===== config.mk =====
export PLATFORM = sky130hd
export DESIGN_NAME = bpc_port
export DESIGN_NICKNAME = d
export VERILOG_FILES = /design/src/common/bpc_pkg.sv /design/src/hw/bpc_pin_cell.sv /design/src/hw/bpc_sampler.sv /design/src/hw/bpc_port.sv
export SDC_FILE = /design/constraint.sdc
export NUM_CORES = 1
export LEC_CHECK = 0
export BUFFER_PORTS_ARGS = -buffer_cell sky130_fd_sc_hd__buf_2
export CAP_MARGIN = 20
export CORE_MARGIN = 2
export CORE_UTILIZATION = 41
export CTS_CLUSTER_SIZE = 20
export DETAILED_ROUTE_END_ITERATION = 8
export GPL_TIMING_DRIVEN = 0
export PLACE_DENSITY = 0.75
export SLEW_MARGIN = 20
export SYNTH_ARGS = -nofsm -noshare
export SYNTH_HDL_FRONTEND = slang
export SYNTH_SLANG_ARGS = --single-unit

===== constraint.sdc =====
create_clock -name clk -period 2.1 [get_ports clk]
set_clock_uncertainty 0.1 [all_clocks]
set_input_delay 0 -clock clk [delete_from_list [all_inputs] [get_ports clk]]
set_output_delay 0 -clock clk [all_outputs]
set_load 0.05 [all_outputs]

===== src/common/bpc_pkg.sv =====
// package for the bidirectional port block: register map, reset values, carriers
package bpc_pkg;
  localparam int          DATA_W         = 8;
  localparam logic [11:0] ADDR_DATA      = 12'h01c; // index 07h times four
  localparam logic [11:0] ADDR_DIRECTION = 12'h21c; // index 87h times four
  localparam logic [7:0]  IDX_DATA       = 8'h07;
  localparam logic [7:0]  IDX_DIRECTION  = 8'h87;
  localparam logic [7:0]  DIR_RESET      = 8'hff;
  localparam logic [7:0]  LATCH_INIT     = 8'h00;
  localparam logic [1:0]  RESP_OKAY      = 2'h0;
  localparam logic [1:0]  RESP_SLVERR    = 2'h2;

  // pin bundle toward the pads
  typedef struct packed {
    logic [DATA_W-1:0] out;
    logic [DATA_W-1:0] oe;
  } bpc_pad_t;
endpackage : bpc_pkg


===== src/hw/bpc_pin_cell.sv =====
// one port pin: direction decode onto the pad driver
`timescale 1ns/10ps
`default_nettype none
module bpc_pin_cell (
  input  wire logic latchBit,
  input  wire logic dirBit,
  output logic      padOut,
  output logic      padOe
);
  // a set direction bit floats the driver
  assign padOe  = ~dirBit;
  assign padOut = latchBit;
endmodule : bpc_pin_cell
`default_nettype wire


===== src/hw/bpc_sampler.sv =====
// pin sampler: holds pad levels taken at the start of each cycle
`timescale 1ns/10ps
`default_nettype none
module bpc_sampler #(
  parameter int WIDTH = 8
) (
  input  wire logic             clk,
  input  wire logic [WIDTH-1:0] padIn,
  output logic      [WIDTH-1:0] sampled
);
  // reads see the level one edge old, so a just-written pin may read stale
  always_ff @(posedge clk) begin
    sampled <= padIn;
  end
endmodule : bpc_sampler
`default_nettype wire


===== src/hw/bpc_port.sv =====
// top of the bidirectional port: axi4-lite slave, latch, direction, pad drive
`timescale 1ns/10ps
`default_nettype none
// Function
// - eight-bit output latch plus one direction bit per pin
// - direction bit one puts that pin's driver in high impedance
// - direction bit zero drives the pin from its latch bit
// - data reads return sampled pin levels; writes update only the latch
// - data writes with s_axi_wstrb[0] set read pins, then replace the whole latch with the written byte
// - data at index 07h, direction at 87h resetting to ones; latch kept
// - a write reaches the latch at the end of its cycle
// - pins are sampled at the start of a read cycle
// - a read right after a write may see the old pin level
module bpc_port #(
  parameter int WIDTH = bpc_pkg::DATA_W
) (
  input  wire logic             clk,
  input  wire logic             rst_n,
  input  wire logic [11:0]      s_axi_awaddr,
  input  wire logic             s_axi_awvalid,
  output logic                  s_axi_awready,
  input  wire logic [31:0]      s_axi_wdata,
  input  wire logic [3:0]       s_axi_wstrb,
  input  wire logic             s_axi_wvalid,
  output logic                  s_axi_wready,
  output logic [1:0]            s_axi_bresp,
  output logic                  s_axi_bvalid,
  input  wire logic             s_axi_bready,
  input  wire logic [11:0]      s_axi_araddr,
  input  wire logic             s_axi_arvalid,
  output logic                  s_axi_arready,
  output logic [31:0]           s_axi_rdata,
  output logic [1:0]            s_axi_rresp,
  output logic                  s_axi_rvalid,
  input  wire logic             s_axi_rready,
  input  wire logic [WIDTH-1:0] padIn,
  output logic [WIDTH-1:0]      padOut,
  output logic [WIDTH-1:0]      padOe
);
  typedef struct packed {
    logic             awTaken;
    logic [11:0]      awAddr;
    logic             wTaken;
    logic [WIDTH-1:0] wData;
    logic             wLane;
    logic             bValid;
    logic [1:0]       bResp;
    logic             rValid;
    logic [31:0]      rData;
    logic [1:0]       rResp;
    logic [WIDTH-1:0] latch;
    logic [WIDTH-1:0] direction;
    logic [WIDTH-1:0] padOut;
    logic [WIDTH-1:0] padOe;
  } bpc_state_t;

  bpc_state_t       st;
  bpc_state_t       next_st;
  logic [WIDTH-1:0] sampled;
  logic [WIDTH-1:0] cellOut;
  logic [WIDTH-1:0] cellOe;
  logic             doWrite;

  // pad levels captured at the start of every cycle
  bpc_sampler #(.WIDTH(WIDTH)) u_sampler (
    .clk     (clk),
    .padIn   (padIn),
    .sampled (sampled)
  );

  // one independent cell per pin
  genvar g;
  generate
    for (g = 0; g < WIDTH; g++) begin : gPin
      bpc_pin_cell u_cell (
        .latchBit (st.latch[g]),
        .dirBit   (st.direction[g]),
        .padOut   (cellOut[g]),
        .padOe    (cellOe[g])
      );
    end
  endgenerate

  assign doWrite = st.awTaken & st.wTaken & ~st.bValid;

  // next-state: bus handshakes, register updates, pad registering
  always_comb begin
    next_st = st;
    next_st.padOut = cellOut; // registered so pads come from flops
    next_st.padOe  = cellOe;
    if (s_axi_awvalid && !st.awTaken) begin
      next_st.awTaken = 1'b1;
      next_st.awAddr  = s_axi_awaddr;
    end
    if (s_axi_wvalid && !st.wTaken) begin
      next_st.wTaken = 1'b1;
      next_st.wData  = s_axi_wdata[WIDTH-1:0];
      next_st.wLane  = s_axi_wstrb[0];
    end
    // commit once both halves are in; latch changes at end of this cycle
    if (doWrite) begin
      next_st.bValid = 1'b1;
      next_st.bResp  = bpc_pkg::RESP_OKAY;
      unique case (st.awAddr)
        bpc_pkg::ADDR_DATA: begin
          // pins read first, then replaced: bytewide write keeps no pin bits
          if (st.wLane) begin
            next_st.latch = sampled;
            next_st.latch = st.wData;
          end
        end
        bpc_pkg::ADDR_DIRECTION: begin
          if (st.wLane) begin
            next_st.direction = st.wData;
          end
        end
        default: next_st.bResp = bpc_pkg::RESP_SLVERR;
      endcase
    end
    if (st.bValid && s_axi_bready) begin
      next_st.bValid  = 1'b0;
      next_st.awTaken = 1'b0;
      next_st.wTaken  = 1'b0;
    end
    // reads: data shows pins, never the latch
    if (s_axi_arvalid && !st.rValid) begin
      next_st.rValid = 1'b1;
      next_st.rResp  = bpc_pkg::RESP_OKAY;
      next_st.rData  = 32'h0000_0000;
      unique case (s_axi_araddr)
        bpc_pkg::ADDR_DATA:      next_st.rData[WIDTH-1:0] = sampled;
        bpc_pkg::ADDR_DIRECTION: next_st.rData[WIDTH-1:0] = st.direction;
        default:                 next_st.rResp = bpc_pkg::RESP_SLVERR;
      endcase
    end else if (st.rValid && s_axi_rready) begin
      next_st.rValid = 1'b0;
    end
    // every reset forces inputs; the data latch is left alone
    if (!rst_n) begin
      next_st.awTaken   = 1'b0;
      next_st.wTaken    = 1'b0;
      next_st.bValid    = 1'b0;
      next_st.rValid    = 1'b0;
      next_st.direction = bpc_pkg::DIR_RESET;
      next_st.padOe     = '0;
    end
  end

  // the latch has no reset: it stays unknown until software first writes it
  always_ff @(posedge clk) begin
    st <= next_st;
  end

  assign s_axi_awready = ~st.awTaken;
  assign s_axi_wready  = ~st.wTaken;
  assign s_axi_bvalid  = st.bValid;
  assign s_axi_bresp   = st.bResp;
  assign s_axi_arready = ~st.rValid;
  assign s_axi_rvalid  = st.rValid;
  assign s_axi_rdata   = st.rData;
  assign s_axi_rresp   = st.rResp;
  assign padOut        = st.padOut;
  assign padOe         = st.padOe;
endmodule : bpc_port
`default_nettype wire


Word level (Yosys, flattened, before mapping)
Cells that the tools add are included.
{ "totals": {"register_bits": 77, "input_bits": 75, "out_inout_bits": 57, "wordCells": 53} }
{ "op_classes": {"eq_ne": 4, "muxes": 5, "bitwise": 15, "n_reduce_logical": 14} }
{ "ops": {"columns": ["cell", "count"], "rows": [
  ["$eq 12x10->1 const B", 2],
  ["$eq 12x5->1 const B", 2],
  ["$pmux 8 s2", 1],
  ["$not 1->1", 13],
  ["$reduce_and 3->1", 2],
  ["$reduce_or 2->1", 3],
  ["$logic_and 1x1->1", 5],
  ["$mux 2", 2],
  ["$logic_not 1->1", 3],
  ["$and 1x1->1", 2],
  ["$mux 1", 2],
  ["$reduce_bool 2->1", 1]
]} }

Depth between registers and ports, before layout
Gate-level depths: netlist of the first run.
{ "depth": {"word_depth": 3, "mapped_depth": 4, "mapped_depth_nobuf": 3} }

By module
A second synthesis of the first run with hierarchy kept.
{ "hier_totals": {"hier_cells": 222, "hier_area_um2": 2930.3} }
{ "by_module_without_submodules": {"columns": ["module", "instances", "cells_each", "area_per_inst_um2", "seq_area_each_um2"], "rows": [
  ["bpc_port", 1, 198, 2680.1, 1731.7],
  ["bpc_sampler", 1, 8, 160.2, 160.2],
  ["bpc_pin_cell", 8, 2, 11.3, 0.0]
]} }

Least setup slack after synthesis of the first run
Ideal clock, no wire load.
{ "synth_timing": {"path_kind": "register to register", "start": "reg st (netlist bit s_axi_bvalid)", "end": "reg st[24] (netlist bit) (enable)", "setup_ns": 0.385, "t_arrival_ns": 1.487, "required_ns": 1.615, "setup_slack_ns": 0.127, "stages_incl_launch_ff": 3, "n_path_buf": 0, "synth_period_minus_slack_ns": 1.973, "path_cell_list": "dfxtp_1 -> and4b_1 -> nor3b_1"} }
{ "synth_between": {"elab_chain_len": 3} }
{ "synth_rtl": {"columns": ["item", "line_no", "rtl"], "rows": [
  ["start: declaration", "bpc_port.sv:57", "bpc_state_t st;"],
  ["start signal: assignment", "bpc_port.sv:151", "st <= next_st;"],
  ["$not 1->1", "bpc_port.sv:84", "assign doWrite = st.awTaken & st.wTaken & ~st.bValid;"],
  ["$and 1x1->1", "bpc_port.sv:84", null],
  ["$reduce_and 3->1 (no line)", null, null]
]} }
No other way between the ends.
A chain may end at the register's enable or synchronous reset.

Worst setup path in the final report of the first run
{ "layout_timing": {"start": "reg st[81] (netlist bit)", "end": "reg st[25] (netlist bit) (enable)"} }
{ "layout_between": {"elab_chain_len": 2} }
{ "layout_rtl": {"columns": ["item", "line_no", "rtl"], "rows": [
  ["$eq 12x5->1", "bpc_port.sv:104", "unique case (st.awAddr)"],
  ["$reduce_and 3->1 (no line)", null, null]
]} }
No other way between the ends.

==> results of run 1 <==
-- registers in the layout, indices dropped and copies added (netlist names) --
name / cells
s_axi_rdata: 8
s_axi_bresp: 1
padOut: 8
padOe: 8
s_axi_rresp: 1
u_sampler.sampled: 8
st: 39
s_axi_rvalid: 1
s_axi_bvalid: 1
-- worst max path at each step --
| stage | end | cells past startpoint |
|---|---|---|
| 3_3_place_gp | st[29] | 3 |
| 3_5_place_dp | st[24] | 3 |
| 5_1_grt | st[25] | 3 |
| 4_1_cts | st[25] | 3 |
| 2_1_floorplan | st[24] | 2 |
| 6_report | st[25] | 3 |
-- cells by family after synthesis --
family,after synthesis,share of synthesized area
compound gates,5,0.01437
other cells,1,0.001346
flops,75,0.6789
mux,16,0.05748
simple gates,42,0.09699
buf+inv,58,0.1509
-- worst max-delay path: cells and delay by family, from the launching register on --
kind / cells / cell delay [ns]
simple gates: 3 / 1.13
flops: 1 / 0.38
-- timing repair --
| item | 4_1_cts | 5_1_grt |
|---|---|---|
| endpoints found under the hold margin | 42 | 0 |
| buffers inserted | 0 | 0 |
| gates resized for setup | 0 | 0 |
| hold buffers | 38 | 0 |
-- cells in the final DEF (no fill, tap or decap), types with 2 or more instances in the layout --
cell / n
mux2i_1: 16
nor2_1: 9
edfxtp_1: 39
buf_4: 52
nor4b_1: 3
inv_1: 3
nor3_1: 2
dlygate4sd3_1: 38
dfxtp_1: 36
buf_2: 77
conb_1: 26
o21a_1: 3
bufinv_16: 2
clkbuf_1: 3
nor2b_1: 20
clkbuf_8: 10
-- power by group through the flow --
stage,Clock [W],Combinational (W),Sequential (W)
floorplan,0,0.000244,0.00164
global placement,0,0.000316,0.00164
detailed placement,0,0.000320,0.00164
CTS,0.00122,0.000376,0.00161
global route,0.00128,0.000401,0.00161
finish,0.00119,0.000378,0.00161
-- synthesized netlist by cell type, types with 2 or more instances --
cell type,n
clkbuf_1,2
nor2_1,9
edfxtp_1,39
inv_1,3
buf_4,52
o21a_1,3
nor4b_1,3
mux2i_1,16
dfxtp_1,36
nor3_1,2
nor2b_1,20
-- metal layers --
layer  global-route usage  share of wire
met1               0.1321           0.39
met3              0.04381          0.083
met5                    0              0
met2               0.2399           0.51
met4              0.07670          0.022
-- cell type report --
class / instances / share of cell area
clock inverter: 5 / 0.01923
timing repair buffer: 115 / 0.1929
tap: 80 / 0.02522
buffer: 55 / 0.1031
inverter: 3 / 0.002837
multi-input combinational: 89 / 0.1444
clock buffer: 11 / 0.03562
sequential: 75 / 0.4767
-- per-stage QoR --
step	total power, W	worst slack [ns]	TNS (ns)
after floorplan	0.001889	0.1272	0
after global placement	0.001957	-0.2940	-2.349
after detailed placement	0.001964	0.04823	0
after CTS	0.003202	0.04458	0
after global routing	0.003300	0.01371	0
final	0.003181	0.1200	0
==> run_results.csv, run 1 <==
group,metric,value,unit
outcome,status,"completed",
timing,worst_slew_pin_slew,0.8942,ns
clocking,cts.sinks,75,
timing,fin_crit,1.980,ns
cells_and_area,final_cells,433,
die,rows,30,
global_routing,grt_max_degree,13,
synth,yosys.area.top_type_share,0.4203,
pwr,clkPwrFrac,0.375,
synth,syn_inst,197,
setup_path,crit_path_max_incr_delay,0.61,ns
pwr,p_sw,0.0007415,W
synth,netlist_area,0.002786,mm^2
global_routing,antenna_found_initial,0,
pwr,power.internal,0.002440,W
die,initial_utilization,0.4170,
setup_path,crit_fanout,8,
hold_path,worstHoldStart,"s_axi_araddr[10]",
pwr,leakagePower,1.792,nW
setup_path,critPathArrivalTime,1.86,ns
pwr,p_comb_frac,0.119,
timing,fin_crit_sh,0.9428,
synth,avgSynthCellArea,14.14,um^2
placed_design,numPortBuffers,77,
timing,fmax,505.1,MHz
timing,setup_violations,0,
placed_design,place_congestion,0.6699,
flow_run,cap_violations,0,
route,drc_errors,0,
placed_design,dpl.cell_count,379,
route,dr.pass1.iters,4,
pwr,p_sw_frac,0.2331,
timing,hold_slack,0.01335,ns
setup_path,rrSetupSlack,0.12,ns
timing,drv_slew,0,
pwr,peakVddDrop,0.0004391,V
cells_and_area,antenna_cells,0,
setup_path,worstRegToRegCells,3,
global_routing,grt_pass1_vias,1667,
setup_path,r2r-end,"st[25]",
timing,rsz0062_at_grt,"false",
global_routing,grt-ovfl-total,0,
synth,synth-edff-count,39,
synth,synth_seq_cells,75,
clocking,clk_pin_slew,0.07,ns
clocking,htreeDepth,3,
cells_and_area,regArea,0.001892,mm^2
global_routing,grt_pass1_wl,7307,um
die,coreArea,0.006681,mm^2
die,fp.dieH,86.44,um
setup_path,cp_data_required_time,1.98,ns
die,dieArea,0.007472,mm^2
pwr,p_per_area,801.6,mW/mm^2
setup_path,timing.rr.start,"st[81]",
cells_and_area,drive_gt1_frac,0.4193,
timing,relSlewSlack,0.4026,
clocking,clk_latency,0.34,ns
synth,yosysSeqAreaShare,0.6789,
hold_path,min_path_cells,3,
clocking,cts-buffers-inserted,9,
hold_path,hp-class,"in2reg",
cells_and_area,syn2layout_area_growth,42.43,%
placed_design,place_area,0.003371,mm^2
route,antenna_left,0,
route,drt_iter0_markers,26,
setup_path,startpoint_type,"flip-flop",
cells_and_area,fin_nets,423,
cells_and_area,final_util,0.5940,
clocking,clock_path_buffers,2,
synth,synthTopCellsByArea,"edfxtp_1 42%, dfxtp_1 26%, buf_4 14%",
global_routing,gr-usage-all-layers,0.1328,
die,die_x,86.44,um
cells_and_area,multi_input_area,573.1,um^2
setup_path,cp_cell_sequence,"nor4b_2 > nand3_1 > nor3b_2",
route,vias_per_cell,4.102,
clocking,cts_tree,"done",
pwr,seqPwrFrac,0.506,
synth,synth_warnings,0,
route,num_vias,1776,
timing,finalHoldViolations,0,
synth,yosysUniqueCellTypes,23,
setup_path,worstSetupPathType,"reg2reg",
route,routed_wl,4798,um
cells_and_area,fill_cells,538,
clocking,root_buffer,"clkbuf_8",
placed_design,hpwl,3260,um
synth,async_flop_share,0,
setup_path,cp-end-kind,"flip-flop",
setup_path,critical_path.startpoint,"st[81]",
die,boundaryPins,132,
synth,synth_top_area_cell,"edfxtp_1",
setup_path,slowest_stage,"nor3b_2",
cells_and_area,fin_area,0.003969,mm^2
route,routedWlPerCell,11.08,um
synth,ys.flop_type,"edfxtp_1",
hold_path,min_to,"s_axi_rresp[1]",
No activity file was read; power rests on OpenSTA's default activity.
==> run 2, diff against run 1 <==
Settings changed: ABC_CLOCK_PERIOD_IN_PS set to 2100, SETUP_SLACK_MARGIN set to 0.15.
==> run_results.csv, run 2 (synthesized netlist as in run 1, its figures left out) <==
group,metric,value,unit
cells_and_area,largest_register_ffs,39,
cells_and_area,final_util,0.5869,
route,met3WireLength,392,um
pwr,peakVddDrop,0.0005501,V
cells_and_area,drive_gt1_frac,0.4164,
setup_path,cp_cell_sequence,"nor4b_2 > nand3_1 > nor3b_4",
route,routed_wl,4985,um
clocking,post-cts-setup-buffer-count,0,
timing,fin_crit,1.781,ns
setup_path,critPathCapture,"st[24]",
route,dr.pass1.iters,4,
die,die_x,86.44,um
global_routing,gr-usage-all-layers,0.1401,
timing,rsz0062_at_grt,"false",
route,drc_errors,0,
global_routing,grt_pass1_vias,1733,
cells_and_area,fin_area,0.003921,mm^2
setup_path,crit_fanout,8,
die,coreArea,0.006681,mm^2
setup_path,rrSetupSlack,0.32,ns
setup_path,timing.rr.start,"st[81]",
route,routedWlPerCell,11.51,um
cells_and_area,final_cells,433,
global_routing,grt-ovfl-total,0,
pwr,total_power,0.002906,W
setup_path,critPathArrivalTime,1.66,ns
setup_path,cp_num_cells,3,
cells_and_area,most-common-layout-cells,"77 x buf_2, 52 x buf_4, 39 x edfxtp_1, 38 x dlygate4sd3_1, 36 x dfxtp_1",
global_routing,grt_pass1_wl,7596,um
die,rows,30,
cells_and_area,syn2layout_area_growth,40.73,%
setup_path,cp-end-kind,"flip-flop",
placed_design,place_congestion,0.7221,
clocking,clock_path_buffers,2,
timing,fmax,561.5,MHz
route,drt_iter0_markers,44,
route,highest_layer,"met4",
global_routing,antenna_found_initial,0,
clocking,clk_pin_slew,0.07,ns
hold_path,hp-class,"in2reg",
global_routing,grt_max_degree,13,
pwr,leakagePower,1.782,nW
flow_run,cap_violations,0,
die,boundaryPins,132,
clocking,cts-buffers-inserted,9,
clocking,htreeDepth,3,
setup_path,slowest_stage,"nor3b_4",
route,dr_wl_met2,2692,um
route,vias_per_cell,4.081,
setup_path,crit_buf_inv,0,
timing,finalHoldViolations,0,
pwr,p_per_area,741.0,mW/mm^2
clocking,cts_tree,"done",
timing,worst_slew_pin_slew,0.9150,ns
clocking,cts.sinks,75,
outcome,status,"completed",
route,antenna_left,0,
clocking,root_buffer,"clkbuf_8",
die,fp.dieH,86.44,um
setup_path,startpoint_type,"flip-flop",
setup_path,worstRegToRegCells,3,
placed_design,hpwl,3293,um
die,initial_utilization,0.4170,
timing,fin_crit_sh,0.8481,
placed_design,place_area,0.003371,mm^2
timing,setup_violations,0,
cells_and_area,antenna_cells,0,
cells_and_area,fill_cells,540,
placed_design,numPortBuffers,77,
setup_path,r2r-end,"st[24]",
die,dieArea,0.007472,mm^2
cells_and_area,largest-register,"st",
route,num_vias,1767,
cells_and_area,final_common_cell,"buf_2",
setup_path,worstSetupPathType,"reg2reg",
route,met1_length,1829,um
clocking,clk_latency,0.34,ns
placed_design,dpl.cell_count,379,
cells_and_area,fin_nets,423,
timing,relSlewSlack,0.3888,
timing,drv_slew,0,
setup_path,critical_path.startpoint,"st[81]",
setup_path,cp_data_required_time,1.98,ns
setup_path,crit_path_max_incr_delay,0.45,ns
setup_path,cp_top_family,"simple AND/OR/NAND/NOR gates",
timing,fin_tns_setup,0,ns
[run 2: cell types whose count changed in the layout (fill, tap and decap cells not counted)]
cell,delta
bufinv_16,-2
clkbuf_1,+2
clkinv_1,-1
clkinv_2,+2
clkinvlp_4,-1
nor3b_2,-1
nor3b_4,+1
[run 2: area by class of cell]
| class | instances | area (um^2) | area share |
|---|---|---|---|
| Sequential cell | 75 | 1892 | 0.4824 |
| Tap cell | 80 | 100.1 | 0.02553 |
| Timing Repair Buffer | 115 | 765.7 | 0.1953 |
| Clock inverter | 3 | 15.01 | 0.003829 |
| Inverter | 3 | 11.26 | 0.002872 |
| Multi-Input combinational cell | 89 | 579.3 | 0.1477 |
| Clock buffer | 13 | 148.9 | 0.03797 |
| Buffer | 55 | 409.1 | 0.1043 |
[run 2: worst min-delay path by stage]
stage	start	to	slack [ns]	cells after the start
finish	s_axi_araddr[10]	s_axi_rresp[1]	0.01	3
global route	s_axi_araddr[11]	s_axi_rresp[1]	0.02	3
CTS	s_axi_araddr[10]	s_axi_rresp[1]	0.003	3
detailed placement	padIn[0]	u_sampler.sampled[0]	0.004	1
global placement	padIn[7]	u_sampler.sampled[7]	0.004	1
floorplan	padIn[0]	u_sampler.sampled[0]	-0.07	0
[run 2: timing repair]
| action | 4_1_cts | 5_1_grt |
|---|---|---|
| hold buffers | 38 | 0 |
| endpoints found under the hold margin | 42 | 0 |
| endpoints found under the setup margin | 0 | 8 |
| gates resized for setup | 0 | 1 |
[run 2: through the flow]
step	hold WS (ns)	setup slack, ns
2_1_floorplan	-0.07228	0.4214
3_5_place_dp	0.003648	0.1792
4_1_cts	0.002875	0.1691
5_1_grt	0.02334	0.1957
3_3_place_gp	0.004198	0.2007
6_report	0.01085	0.3191
[run 2: worst min-delay path, cell delays in order]
cell and delay, ns:
buf_2 0.07, nor2_1 0.04, nand4_2 0.18
[run 2: where the power goes]
group | leakage (nW) | internal, W | switching (W)
clock network | 0.0872 | 0.000456 | 0.000457
logic | 1.03 | 0.000154 | 0.000227
registers | 0.665 | 0.00159 | 0.0000200
total | 1.78 | 0.00220 | 0.000704
[run 2: layer usage]
metal / global-route usage / up-vias
li1: - / 899
met1: 0.1270 / 778
met2: 0.2713 / 80
met3: 0.06286 / 10
met4: 0.04688 / 0
met5: 0 / -
